### src/logic/prs_defines.vh
// register map, field layout, reset values and timing constants
`ifndef PRS_DEFINES_VH
`define PRS_DEFINES_VH
`define PRS_CLK_HZ          40000000
`define PRS_STEP_FINE_NS    1024000
`define PRS_STEP_COARSE_NS  32768000
`define PRS_STEP_FINE_CYC   ((`PRS_CLK_HZ / 1000) * 1024 / 1000)
`define PRS_STEP_COARSE_CYC ((`PRS_CLK_HZ / 1000) * 32768 / 1000)
`define PRS_OFS_RESET_CFG   8'h99
`define PRS_OFS_CONV_CTRL   8'h80
`define PRS_OFS_SLOT_MAP    8'h84
`define PRS_OFS_CORE_A      8'ha0
`define PRS_OFS_MEM_CONF    8'ha1
`define PRS_OFS_CORE_B      8'hb6
`define PRS_OFS_MEM_B       8'hb7
`define PRS_OFS_STATUS      8'hc0
`define PRS_OFS_SLOT_DELAY  8'h88
`define PRS_OFS_MEM_A       8'ha4
`define PRS_RESET_CFG_RST   8'h45
`define PRS_CONV_CTRL_RST   8'h06
`define PRS_VOLT_B_RST      8'h80
`define PRS_VOLT_A_RST      8'h00
`define PRS_CONF_RST        8'h00
`define PRS_SLOTDLY_RST     8'h04
`define PRS_TRIG_WAKE       2'h0
`define PRS_TRIG_SYS        2'h1
`define PRS_TRIG_PWR        2'h2
`define PRS_TRIG_PMIC       2'h3
`define PRS_MODE_BYREG      2'h0
`define PRS_BIT_CONV_EN     0
`define PRS_BIT_AUTO_ON     1
`define PRS_BIT_FREQ_SEL    2
`define PRS_BIT_RES_MODE    3
`define PRS_SYS_LAST        3'h4
`define PRS_PWR_LAST        3'h6
`define PRS_SEC_LAST        3'h7
`define PRS_SLOT_MAP_RST    8'h02
`define PRS_DELAY_SLOT      3'h3
`define PRS_BIT_SLEEP       7
`define PRS_BIT_COARSE      5
`define PRS_FINE_LAST       6'h1f
`endif

### src/logic/prs_rail_sequencer.v
// rail sequencer: converter gate, slot sequencer, reset timer, standby select
//
// The implementer's own choice: the Avalon-MM slave port.
`timescale 1ns/1ps
`default_nettype none
`include "prs_defines.vh"
// Summary of operation
// - converter rail on only when rail enable and auto power-on are both 1
// - rail stays on while input above undervoltage threshold, off below it
// - frequency select bit 1 chooses automatic frequency mode
// - with auto power-on set, sequencing starts once converter rail is valid
// - system request runs slots up to the last system slot
// - each output or delay step owns its own numbered slot
// - switch gate output goes active when its slot is reached
// - reset output released after system domain completes plus reset delay
// - bits 7:6 choose reset timer trigger: wake, system, power, pmic exit
// - delay bits 5:0: 1.024 ms steps to 011111, 32.768 ms steps above
// - power request continues the sequence to the last power slot
// - secondary request enables regulators mapped to its slots
// - standby input high picks A settings, low picks B settings
// - standby voltage taken from B register when B settings selected
// - pulse frequency mode under B when sleep bit 1 and mode field 00
// - mode 00 lets selected A or B sleep bit choose sleep or synchronous
module prs_rail_sequencer #(
   parameter FINE_CYC   = `PRS_STEP_FINE_CYC,
   parameter COARSE_CYC = `PRS_STEP_COARSE_CYC,
   parameter SLOT_CYC   = 16'h0100
) (
   input  wire        clk,
   input  wire        reset,
   input  wire [7:0]  avs_address,
   input  wire        avs_read,
   input  wire        avs_write,
   input  wire [31:0] avs_writedata,
   output reg  [31:0] avs_readdata,
   output wire        avs_waitrequest,
   input  wire        input_above_uvlo,
   input  wire        system_domain_request,
   input  wire        power_domain_request,
   input  wire        secondary_domain_request,
   input  wire        external_wake_trigger,
   input  wire        standby_sleep_n,
   output reg         conv_rail_on,
   output reg         conv_auto_freq,
   output reg  [7:0]  slot_enable_out,
   output reg         switch_gate_output,
   output reg         reset_release_out_n,
   output reg  [7:0]  core_reg_voltage,
   output reg  [7:0]  mem_reg_voltage,
   output reg         core_reg_pfm,
   output reg         mem_reg_pfm
);
   localparam ST_OFF  = 3'h0;
   localparam ST_IDLE = 3'h1;
   localparam ST_STEP = 3'h2;
   localparam ST_WAIT = 3'h3;
   localparam ST_HOLD = 3'h4;

   reg [7:0]  reset_cfg_reg;
   reg [7:0]  conv_ctrl_reg;
   reg [7:0]  slot_map_reg;
   reg [7:0]  slot_delay_reg;
   reg [7:0]  core_a_reg;
   reg [7:0]  core_b_reg;
   reg [7:0]  mem_a_reg;
   reg [7:0]  mem_b_reg;
   reg [7:0]  core_conf_reg;
   reg [7:0]  mem_conf_reg;
   reg [2:0]  state_reg;
   reg [2:0]  slot_reg;
   reg [15:0] slot_cnt_reg;
   reg        system_domain_up_reg;
   reg        power_domain_up_reg;
   reg        timer_run_reg;
   reg [5:0]  tick_cnt_reg;
   reg [31:0] sub_cnt_reg;
   reg        ack_reg;
   reg        trig_seen_reg;

   wire       req      = avs_read | avs_write;
   wire       wr_go    = avs_write & ack_reg;
   wire [2:0] target;
   wire       rail_ok;
   reg        trig_hit;
   wire [31:0] status_word;
   wire        system_domain_up_next;
   wire        power_domain_up_next;

   // one wait state per access, answer on the second edge
   assign avs_waitrequest = req & ~ack_reg;

   // decodes a regulator mode: mode 00 follows the selected sleep bit
   function reg_pfm;
      input [1:0] mode;
      input       sleep_a;
      input       sleep_b;
      input       use_b;
      begin
         reg_pfm = (mode == `PRS_MODE_BYREG) &
                   (use_b ? sleep_b : sleep_a);
      end
   endfunction

   // a domain is up once its last slot has settled, and it stays up
   // while the sequencer waits on that slot on the way back down
   function dom_up;
      input [2:0] slot;
      input [2:0] last;
      input       idle;
      input       was_up;
      begin
         dom_up = (slot > last) || (slot == last && (idle || was_up));
      end
   endfunction

   // last sub-count of one reset delay step, fine or coarse
   function [31:0] step_last;
      input coarse;
      begin
         if (coarse)
            step_last = COARSE_CYC - 1;
         else
            step_last = FINE_CYC - 1;
      end
   endfunction

   // no domain is up from the cycle after the sequencer enters the off state
   assign system_domain_up_next = (state_reg != ST_OFF) &&
                        dom_up(slot_reg, `PRS_SYS_LAST,
                               state_reg == ST_IDLE, system_domain_up_reg);
   assign power_domain_up_next = (state_reg != ST_OFF) &&
                        dom_up(slot_reg, `PRS_PWR_LAST,
                               state_reg == ST_IDLE, power_domain_up_reg);

   assign status_word = {16'h0, reset_release_out_n, power_domain_up_reg,
                         system_domain_up_reg, rail_ok, 1'b0, state_reg, 5'h0,
                         slot_reg};

   assign rail_ok = conv_ctrl_reg[`PRS_BIT_CONV_EN] &
                    conv_ctrl_reg[`PRS_BIT_AUTO_ON] & input_above_uvlo;
   assign target = !system_domain_request    ? 3'h0 :
                   !power_domain_request     ? `PRS_SYS_LAST :
                   !secondary_domain_request ? `PRS_PWR_LAST :
                                               `PRS_SEC_LAST;

   always @* begin
      case (reset_cfg_reg[7:6])
         `PRS_TRIG_WAKE: trig_hit = external_wake_trigger;
         `PRS_TRIG_SYS:  trig_hit = system_domain_up_reg;
         `PRS_TRIG_PWR:  trig_hit = power_domain_up_reg;
         `PRS_TRIG_PMIC: trig_hit = (state_reg != ST_OFF);
         default:        trig_hit = 1'b0;
      endcase
   end

   always @(posedge clk or posedge reset) begin
      if (reset) begin
         ack_reg        <= 1'b0;
         avs_readdata   <= 32'h0;
         reset_cfg_reg  <= `PRS_RESET_CFG_RST;
         conv_ctrl_reg  <= `PRS_CONV_CTRL_RST;
         slot_map_reg   <= `PRS_SLOT_MAP_RST;
         slot_delay_reg <= `PRS_SLOTDLY_RST;
         core_a_reg     <= `PRS_VOLT_A_RST;
         mem_a_reg      <= `PRS_VOLT_A_RST;
         core_b_reg     <= `PRS_VOLT_B_RST;
         mem_b_reg      <= `PRS_VOLT_B_RST;
         core_conf_reg  <= `PRS_CONF_RST;
         mem_conf_reg   <= `PRS_CONF_RST;
      end else begin
         ack_reg <= req & ~ack_reg;
         if (req & ~ack_reg) begin
            case (avs_address)
               `PRS_OFS_RESET_CFG:  avs_readdata <= {24'h0, reset_cfg_reg};
               `PRS_OFS_CONV_CTRL:  avs_readdata <= {24'h0, conv_ctrl_reg};
               `PRS_OFS_SLOT_MAP:   avs_readdata <= {24'h0, slot_map_reg};
               `PRS_OFS_SLOT_DELAY: avs_readdata <= {24'h0, slot_delay_reg};
               `PRS_OFS_CORE_A:     avs_readdata <= {24'h0, core_a_reg};
               `PRS_OFS_MEM_A:      avs_readdata <= {24'h0, mem_a_reg};
               `PRS_OFS_CORE_B:     avs_readdata <= {24'h0, core_b_reg};
               `PRS_OFS_MEM_B:      avs_readdata <= {24'h0, mem_b_reg};
               `PRS_OFS_MEM_CONF:   avs_readdata <= {24'h0, mem_conf_reg};
               `PRS_OFS_STATUS:     avs_readdata <= status_word;
               default:             avs_readdata <= 32'h0;
            endcase
         end
         if (wr_go) begin
            case (avs_address)
               `PRS_OFS_RESET_CFG:  reset_cfg_reg  <= avs_writedata[7:0];
               `PRS_OFS_CONV_CTRL:  conv_ctrl_reg  <= avs_writedata[7:0];
               `PRS_OFS_SLOT_MAP:   slot_map_reg   <= avs_writedata[7:0];
               `PRS_OFS_SLOT_DELAY: slot_delay_reg <= avs_writedata[7:0];
               `PRS_OFS_CORE_A:     core_a_reg     <= avs_writedata[7:0];
               `PRS_OFS_MEM_A:      mem_a_reg      <= avs_writedata[7:0];
               `PRS_OFS_CORE_B:     core_b_reg     <= avs_writedata[7:0];
               `PRS_OFS_MEM_B:      mem_b_reg      <= avs_writedata[7:0];
               `PRS_OFS_MEM_CONF:   mem_conf_reg   <= avs_writedata[7:0];
               default:             core_conf_reg  <= core_conf_reg;
            endcase
         end
      end
   end

   // slot sequencer: up when target above current slot, down in reverse
   always @(posedge clk or posedge reset) begin
      if (reset) begin
         state_reg       <= ST_OFF;
         slot_reg        <= 3'h0;
         slot_cnt_reg    <= 16'h0;
         slot_enable_out <= 8'h0;
         system_domain_up_reg      <= 1'b0;
         power_domain_up_reg      <= 1'b0;
      end else begin
         // held through later steps so reset is not pulsed while the
         // power domain comes up
         system_domain_up_reg <= system_domain_up_next;
         power_domain_up_reg <= power_domain_up_next;
         case (state_reg)
            ST_OFF: begin
               slot_reg        <= 3'h0;
               slot_enable_out <= 8'h0;
               if (rail_ok)
                  state_reg <= ST_IDLE;
            end
            ST_IDLE: begin
               if (!rail_ok)
                  state_reg <= ST_OFF;
               else if (target != slot_reg)
                  state_reg <= ST_STEP;
            end
            ST_STEP: begin
               // one slot per step, ascending up, descending down
               if (target > slot_reg) begin
                  slot_reg <= slot_reg + 3'h1;
                  slot_enable_out[slot_reg + 3'h1] <= 1'b1;
               end else if (target < slot_reg) begin
                  slot_enable_out[slot_reg] <= 1'b0;
                  slot_reg <= slot_reg - 3'h1;
               end
               slot_cnt_reg <= 16'h0;
               state_reg    <= ST_WAIT;
            end
            ST_WAIT: begin
               // delay slot stretches its step by slot_delay_reg factor
               slot_cnt_reg <= slot_cnt_reg + 16'h1;
               if (!rail_ok)
                  state_reg <= ST_OFF;
               else if (slot_cnt_reg >= SLOT_CYC - 16'h1)
                  state_reg <= (slot_reg == `PRS_DELAY_SLOT &&
                                slot_delay_reg != 8'h0 &&
                                target > slot_reg) ? ST_HOLD : ST_IDLE;
            end
            ST_HOLD: begin
               // a lost rail ends the delay slot at once
               slot_cnt_reg <= slot_cnt_reg + 16'h1;
               if (!rail_ok)
                  state_reg <= ST_OFF;
               else if (slot_cnt_reg[15:8] >= slot_delay_reg)
                  state_reg <= ST_IDLE;
            end
            default: state_reg <= ST_OFF;
         endcase
      end
   end

   // reset delay timer
   always @(posedge clk or posedge reset) begin
      if (reset) begin
         timer_run_reg       <= 1'b0;
         trig_seen_reg       <= 1'b0;
         tick_cnt_reg        <= 6'h0;
         sub_cnt_reg         <= 32'h0;
         reset_release_out_n <= 1'b0;
      end else if (!system_domain_up_reg) begin
         timer_run_reg       <= 1'b0;
         trig_seen_reg       <= 1'b0;
         tick_cnt_reg        <= 6'h0;
         sub_cnt_reg         <= 32'h0;
         reset_release_out_n <= 1'b0;
      end else if (!trig_seen_reg) begin
         if (trig_hit) begin
            trig_seen_reg <= 1'b1;
            timer_run_reg <= 1'b1;
            // coarse codes start past the fine range: code 32 is one
            // coarse step, equal to 32 fine steps
            tick_cnt_reg  <= reset_cfg_reg[`PRS_BIT_COARSE] ?
                             `PRS_FINE_LAST : 6'h0;
         end
      end else if (timer_run_reg) begin
         if (tick_cnt_reg >= reset_cfg_reg[5:0]) begin
            timer_run_reg       <= 1'b0;
            reset_release_out_n <= 1'b1;
         end else if (sub_cnt_reg >=
                      step_last(reset_cfg_reg[`PRS_BIT_COARSE])) begin
            sub_cnt_reg  <= 32'h0;
            tick_cnt_reg <= tick_cnt_reg + 6'h1;
         end else
            sub_cnt_reg <= sub_cnt_reg + 32'h1;
      end
   end

   // converter and regulator outputs
   always @(posedge clk or posedge reset) begin
      if (reset) begin
         conv_rail_on       <= 1'b0;
         conv_auto_freq     <= 1'b0;
         switch_gate_output <= 1'b0;
         core_reg_voltage   <= 8'h0;
         mem_reg_voltage    <= 8'h0;
         core_reg_pfm       <= 1'b0;
         mem_reg_pfm        <= 1'b0;
      end else begin
         conv_rail_on       <= rail_ok;
         conv_auto_freq     <= conv_ctrl_reg[`PRS_BIT_FREQ_SEL];
         switch_gate_output <= slot_enable_out[slot_map_reg[2:0]];
         core_reg_voltage <= standby_sleep_n ? core_a_reg : core_b_reg;
         mem_reg_voltage  <= standby_sleep_n ? mem_a_reg : mem_b_reg;
         core_reg_pfm <= reg_pfm(core_conf_reg[7:6],
                                 core_a_reg[`PRS_BIT_SLEEP],
                                 core_b_reg[`PRS_BIT_SLEEP],
                                 ~standby_sleep_n);
         mem_reg_pfm  <= reg_pfm(mem_conf_reg[7:6],
                                 mem_a_reg[`PRS_BIT_SLEEP],
                                 mem_b_reg[`PRS_BIT_SLEEP],
                                 ~standby_sleep_n);
      end
   end
endmodule // prs_rail_sequencer
`default_nettype wire

### config.mk
export PLATFORM = sky130hd
export DESIGN_NAME = prs_rail_sequencer
export DESIGN_NICKNAME = d
export VERILOG_FILES = /design/src/logic/prs_rail_sequencer.v
export VERILOG_INCLUDE_DIRS = /design/src /design/src/logic
export SDC_FILE = /design/constraint.sdc
export NUM_CORES = 1
export LEC_CHECK = 0
export BUFFER_PORTS_ARGS = -buffer_cell sky130_fd_sc_hd__buf_2
export CORE_UTILIZATION = 30
export DETAILED_ROUTE_END_ITERATION = 10
export GPL_ROUTABILITY_DRIVEN = 0
export PLACE_DENSITY = 0.47
export RECOVER_POWER = 100
export SLEW_MARGIN = 20
export SYNTH_ARGS = -nofsm -noshare
export SYNTH_HDL_FRONTEND = slang
export SYNTH_SLANG_ARGS = --single-unit
### constraint.sdc
create_clock -name clk -period 12.3 [get_ports clk]
set_input_delay 2.46 -clock clk [delete_from_list [all_inputs] [get_ports clk]]
set_output_delay 2.46 -clock clk [all_outputs]
set_load 0.02 [all_outputs]
Word level (Yosys, flattened, before mapping)

Cells that the tools add are included.

Bits in registers: 199
Bits of input ports: 50
Output and inout bits: 63
Logic and storage cells: 185

$add $sub $neg: 5
Magnitude comparators: 13
Equal/unequal tests: 34
Mux-type cells: 60
Bitwise logic cells: 10
Reduce and logical (&&, ||, !) cells: 34

Operators by type and width:

| operator                | number |
|---|---|
| $mux W32                | 9 |
| $pmux W16 S10           | 1 |
| $eq A8 B8 Y1 const B    | 10 |
| $mux W6                 | 6 |
| $mux W3                 | 11 |
| $add A32 B1 Y32 const B | 1 |
| $ge A32 B32 Y1          | 1 |
| $mux W8                 | 4 |
| $pmux W16 S2            | 1 |
| $mux W21                | 1 |
| $reduce_and A2 Y1       | 10 |
| $mux W1                 | 18 |
| $add A16 B1 Y16 const B | 1 |
| $ge A16 B8 Y1 const B   | 1 |
| $pmux W8 S2             | 1 |
| $ne A3 B3 Y1 const B    | 5 |
| $pmux W3 S5             | 1 |
| $lt A3 B4 Y1 const B    | 3 |
| $eq A3 B2 Y1 const B    | 3 |
| $eq A3 B3 Y1 const B    | 3 |
| $and A8 B8 Y8           | 1 |
| $ge A8 B8 Y1            | 1 |
| $logic_and A1 B1 Y1     | 8 |
| $not A8 Y8              | 1 |
| other kinds (35)        | 54 |

Logic depth before layout (Yosys ltp)

Depth after elaboration: 11
Gate-level depth with buffers: 10
Gate-level depth less buffers: 9

Worst setup path after synthesis

OpenSTA, ideal clock, no wires.

Kind: input-to-output
Start: input avs_write
End: output avs_waitrequest
Data arrival time: 3298 ps
Required time: 9840 ps
Path slack: 6542 ps
Cell stages on the path: 3
Buffers on the path: 1
Path through: o21bai_1 > inv_1 > clkbuf_1

Cells in the longest elaborated chain, start to end: 2

Ends and longest elaborated chain:

| element       | line                    | source |
|---|---|---|
| from (decl)   | prs_rail_sequencer.v:33 | `input wire avs_write,` |
| $or A1 B1 Y1  | prs_rail_sequencer.v:80 | `wire req = avs_read \| avs_write;` |
| $and A1 B1 Y1 | prs_rail_sequencer.v:90 | `assign avs_waitrequest = req & ~ack_reg;` |
| to (decl)     | prs_rail_sequencer.v:36 | `output wire avs_waitrequest,` |

No other way between the ends.

==> qor.csv <==
metric,value,unit
fillers,3154,
Worst Setup SP,reset,
Worst EP required,12010,ps
Final ANT Viol Nets,0,
initial antenna violation count,1,
vias in the first global route,6833,
"Distinct cells, synth",79,
Tmin final,7540,ps
Fin Setup TNS,0,ps
DR vias/cell,5.13,
clock tree buffer depth,2,
critical path cell sequence,buf_2 > clkinvlp_2 > clkbuf_1,
RSZ-0062 raised after global routing,no,
Power Density,123,mW/mm^2
initial core utilization,30.5,%
crit-path leading delay family,buffers and inverters,
Remaining DRCs,0,
first-pass GRT wire length,39700,um
post-synthesis async set-or-reset flop share,100,%
post-detail-place hpwl,17400,um
Max Fclk,133,MHz
Finished Layout Cells,1353,
Syn Area/Cell,10.6,sq um
max reg flops,32,
final setup fails,0,
Pleak,4.53,nW
largest fanout on the critical path,71,
Setup crit end kind,asynchronous set/reset pin,
pin count of the biggest net entering global routing,72,
register area share after synthesis,48.6,%
number of synthesized flops with an enable pin,0,
WP data arrival,7260,ps
Logic pwr share,8.7,%
Sw Pwr,368,uW
crit path launch type,input port,
clk slew on worst S/H paths,80,ps
failing checks,"max-capacitance violations, max-slew violations",
"wirelength, routed",24900,um
outcome,"finished, violations left",
Switching Share,28.6,%
register bit total from synthesis,181,
Fin. Hold Viols,0,
final clock skew,25.3,ps
"Top FF cell, synth",dfrtp_1,
core area,0.0306,sq mm
worst hold start,conv_ctrl_reg[2],
Cells after Synth,881,
drt first pass iters,5,
num rows,64,
peak supply drop,104,uV
GRT Overall Usage,16.5,%
wire per inst,18.4,um
dpl cells,1320,
Yosys warning total,0,
Post-CTS Setup Bufs,0,
min-delay worst type,flip-flop to flip-flop,
mapped cell area,0.00934,sq mm
slew margin rel.,-148,%
Boundary Pins,113,
Slew @ Worst Pin,3730,ps
r2r startpoint,reset_cfg_reg[5],
slowest CP cell,clkbuf_1,
initial DRC count,467,
Int Power,919,uW
Die H,178,um
CTS sink count,181,
gr ovfl total,0,
Max-Cap Viols,5,
layout cells sized above 1,16.6,%
Num CTS Buffers,17,
Root Driver,clkbuf_16,
Vias,6942,
I/O Buffers,71,
max-slew violations,176,
final worst slack,4760,ps
die area,0.0318,sq mm
H-tree levels,4,
clock share of power,42.7,%
Seq pwr share,48.7,%
CTS tree,done,
die span in x,178,um
worst path bufs/invs,3,
"worst slack, placed",5430,ps
Worst R2R Setup Slack,8300,ps
critical path class,input port to asynchronous set/reset pin,
fin crit share,61.3,%
Layout area overhead,12.0,%
Worst-Skew Late Latency,460,ps
# nets final,1022,
max incr delay on CP,2740,ps
CTS Hold Bufs,0,
Tot Pwr,1.29,mW
# resized after CTS,0,
## Yosys cell counts (all sizes together) (9+ instances only)
| master | n | area (sq um) |
|---|---|---|
| buf | 20 | 144 |
| and3 | 18 | 113 |
| ha | 29 | 363 |
| dfstp | 9 | 236 |
| mux2i | 9 | 90.1 |
| o31ai | 10 | 75.1 |
| a22oi | 12 | 90.1 |
| a21oi | 36 | 180 |
| nor4 | 9 | 68.8 |
| nand4 | 16 | 100 |
| xnor2 | 11 | 96.3 |
| o21ai | 60 | 300 |
| nor2b | 14 | 87.6 |
| nor2 | 58 | 218 |
| dfrtp | 172 | 4300 |
| or4 | 10 | 78.8 |
| nand3 | 27 | 145 |
| nand2 | 78 | 295 |
| mux2 | 86 | 976 |
| inv | 26 | 97.6 |
| a31oi | 14 | 87.6 |
| clkbuf | 31 | 116 |
| and2 | 11 | 68.8 |
## path summary, 6_finish.rpt
check / end / cells past startpoint
setup / recovery: mem_reg_voltage[0] / 3
hold / removal: conv_auto_freq / 0
setup reg to reg: tick_cnt_reg[1] / 8
hold reg to reg: conv_auto_freq / 0
max in group clk: avs_waitrequest / 4
min in group asynchronous: slot_enable_out[3] / 2
## routing by layer
metal,up-vias,global-route usage [%],wire length (um),share of wire (%)
met5,-,0,8,0.032
met4,2,6.11,480,1.9
met3,26,3.05,670,2.7
met2,91,25.2,11600,47
met1,3495,23.2,12100,49
li1,3328,-,-,-
## cell usage in the layout (no fill, tap or decap), drive strengths merged, types with 4 or more instances in the layout
cell type  count
dfstp          9
or4           10
a22o           5
dfrtp        172
nand2b         7
clkbuf        75
and2          11
a31o           5
a22oi         12
o31ai         10
a211oi         8
xnor2         11
nand2         78
a41oi          4
o22ai          5
mux2          86
a21oi         36
buf           21
and4           5
and3          18
a222oi         4
ha            29
nand3         27
nand4         16
nor4           9
nor3           8
clkinv         8
a21boi         4
conb          17
o21ai         60
or2            5
nor2b         14
a31oi         14
mux2i          9
nor3b          6
inv           29
nor2          58
## metrics by stage
stage          utilization [%]  area (sq um)  hold slack [ps]
2_1_floorplan                -          9400              394
3_3_place_gp              32.9         10000              420
3_5_place_dp              32.9         10000              418
4_1_cts                   34.8         10600              425
5_1_grt                   34.2         10500              467
6_report                  34.2         10500              453
## worst register-to-register path, stage by stage (launching register included)
cell and delay (ps):
dfrtp_1 420, inv_1 190, ha_1 360, nand4_1 110, or4_1 510, o211a_1 320, o311ai_0 1320, nand2_1 260
mux2_1 380
## cell type report
cell class                      instances  area [sq um]  area share [%]
Multi-Input combinational cell        639          4410            42.2
Tap cell                              396           495            4.74
Inverter                               26          98.8           0.945
Antenna cell                            1          2.50          0.0239
Timing Repair Buffer                   78           327            3.12
Clock buffer                           18           439            4.20
Sequential cell                       181          4540            43.4
Clock inverter                         14           146            1.40
## power by group through the flow
stage	clock, mW	sequential, mW	combinational [mW]
6_report	0.549	0.626	0.111
5_1_grt	0.590	0.629	0.125
4_1_cts	0.565	0.626	0.117
3_5_place_dp	0	0.638	0.117
3_3_place_gp	0	0.637	0.116
2_1_floorplan	0	0.640	0.0732
## cells by family after synthesis
logic type / synth area share, %
XOR/XNOR: 1.03
flip-flops: 48.6
adder cells (fa/ha/maj): 3.89
AO/OA/AOI/OAI: 14.6
buffers and inverters: 3.83
multiplexers: 11.9
AND/OR/NAND/NOR: 16.1
other: 0.0402
Note: power is estimated with default switching activity, not from simulation.
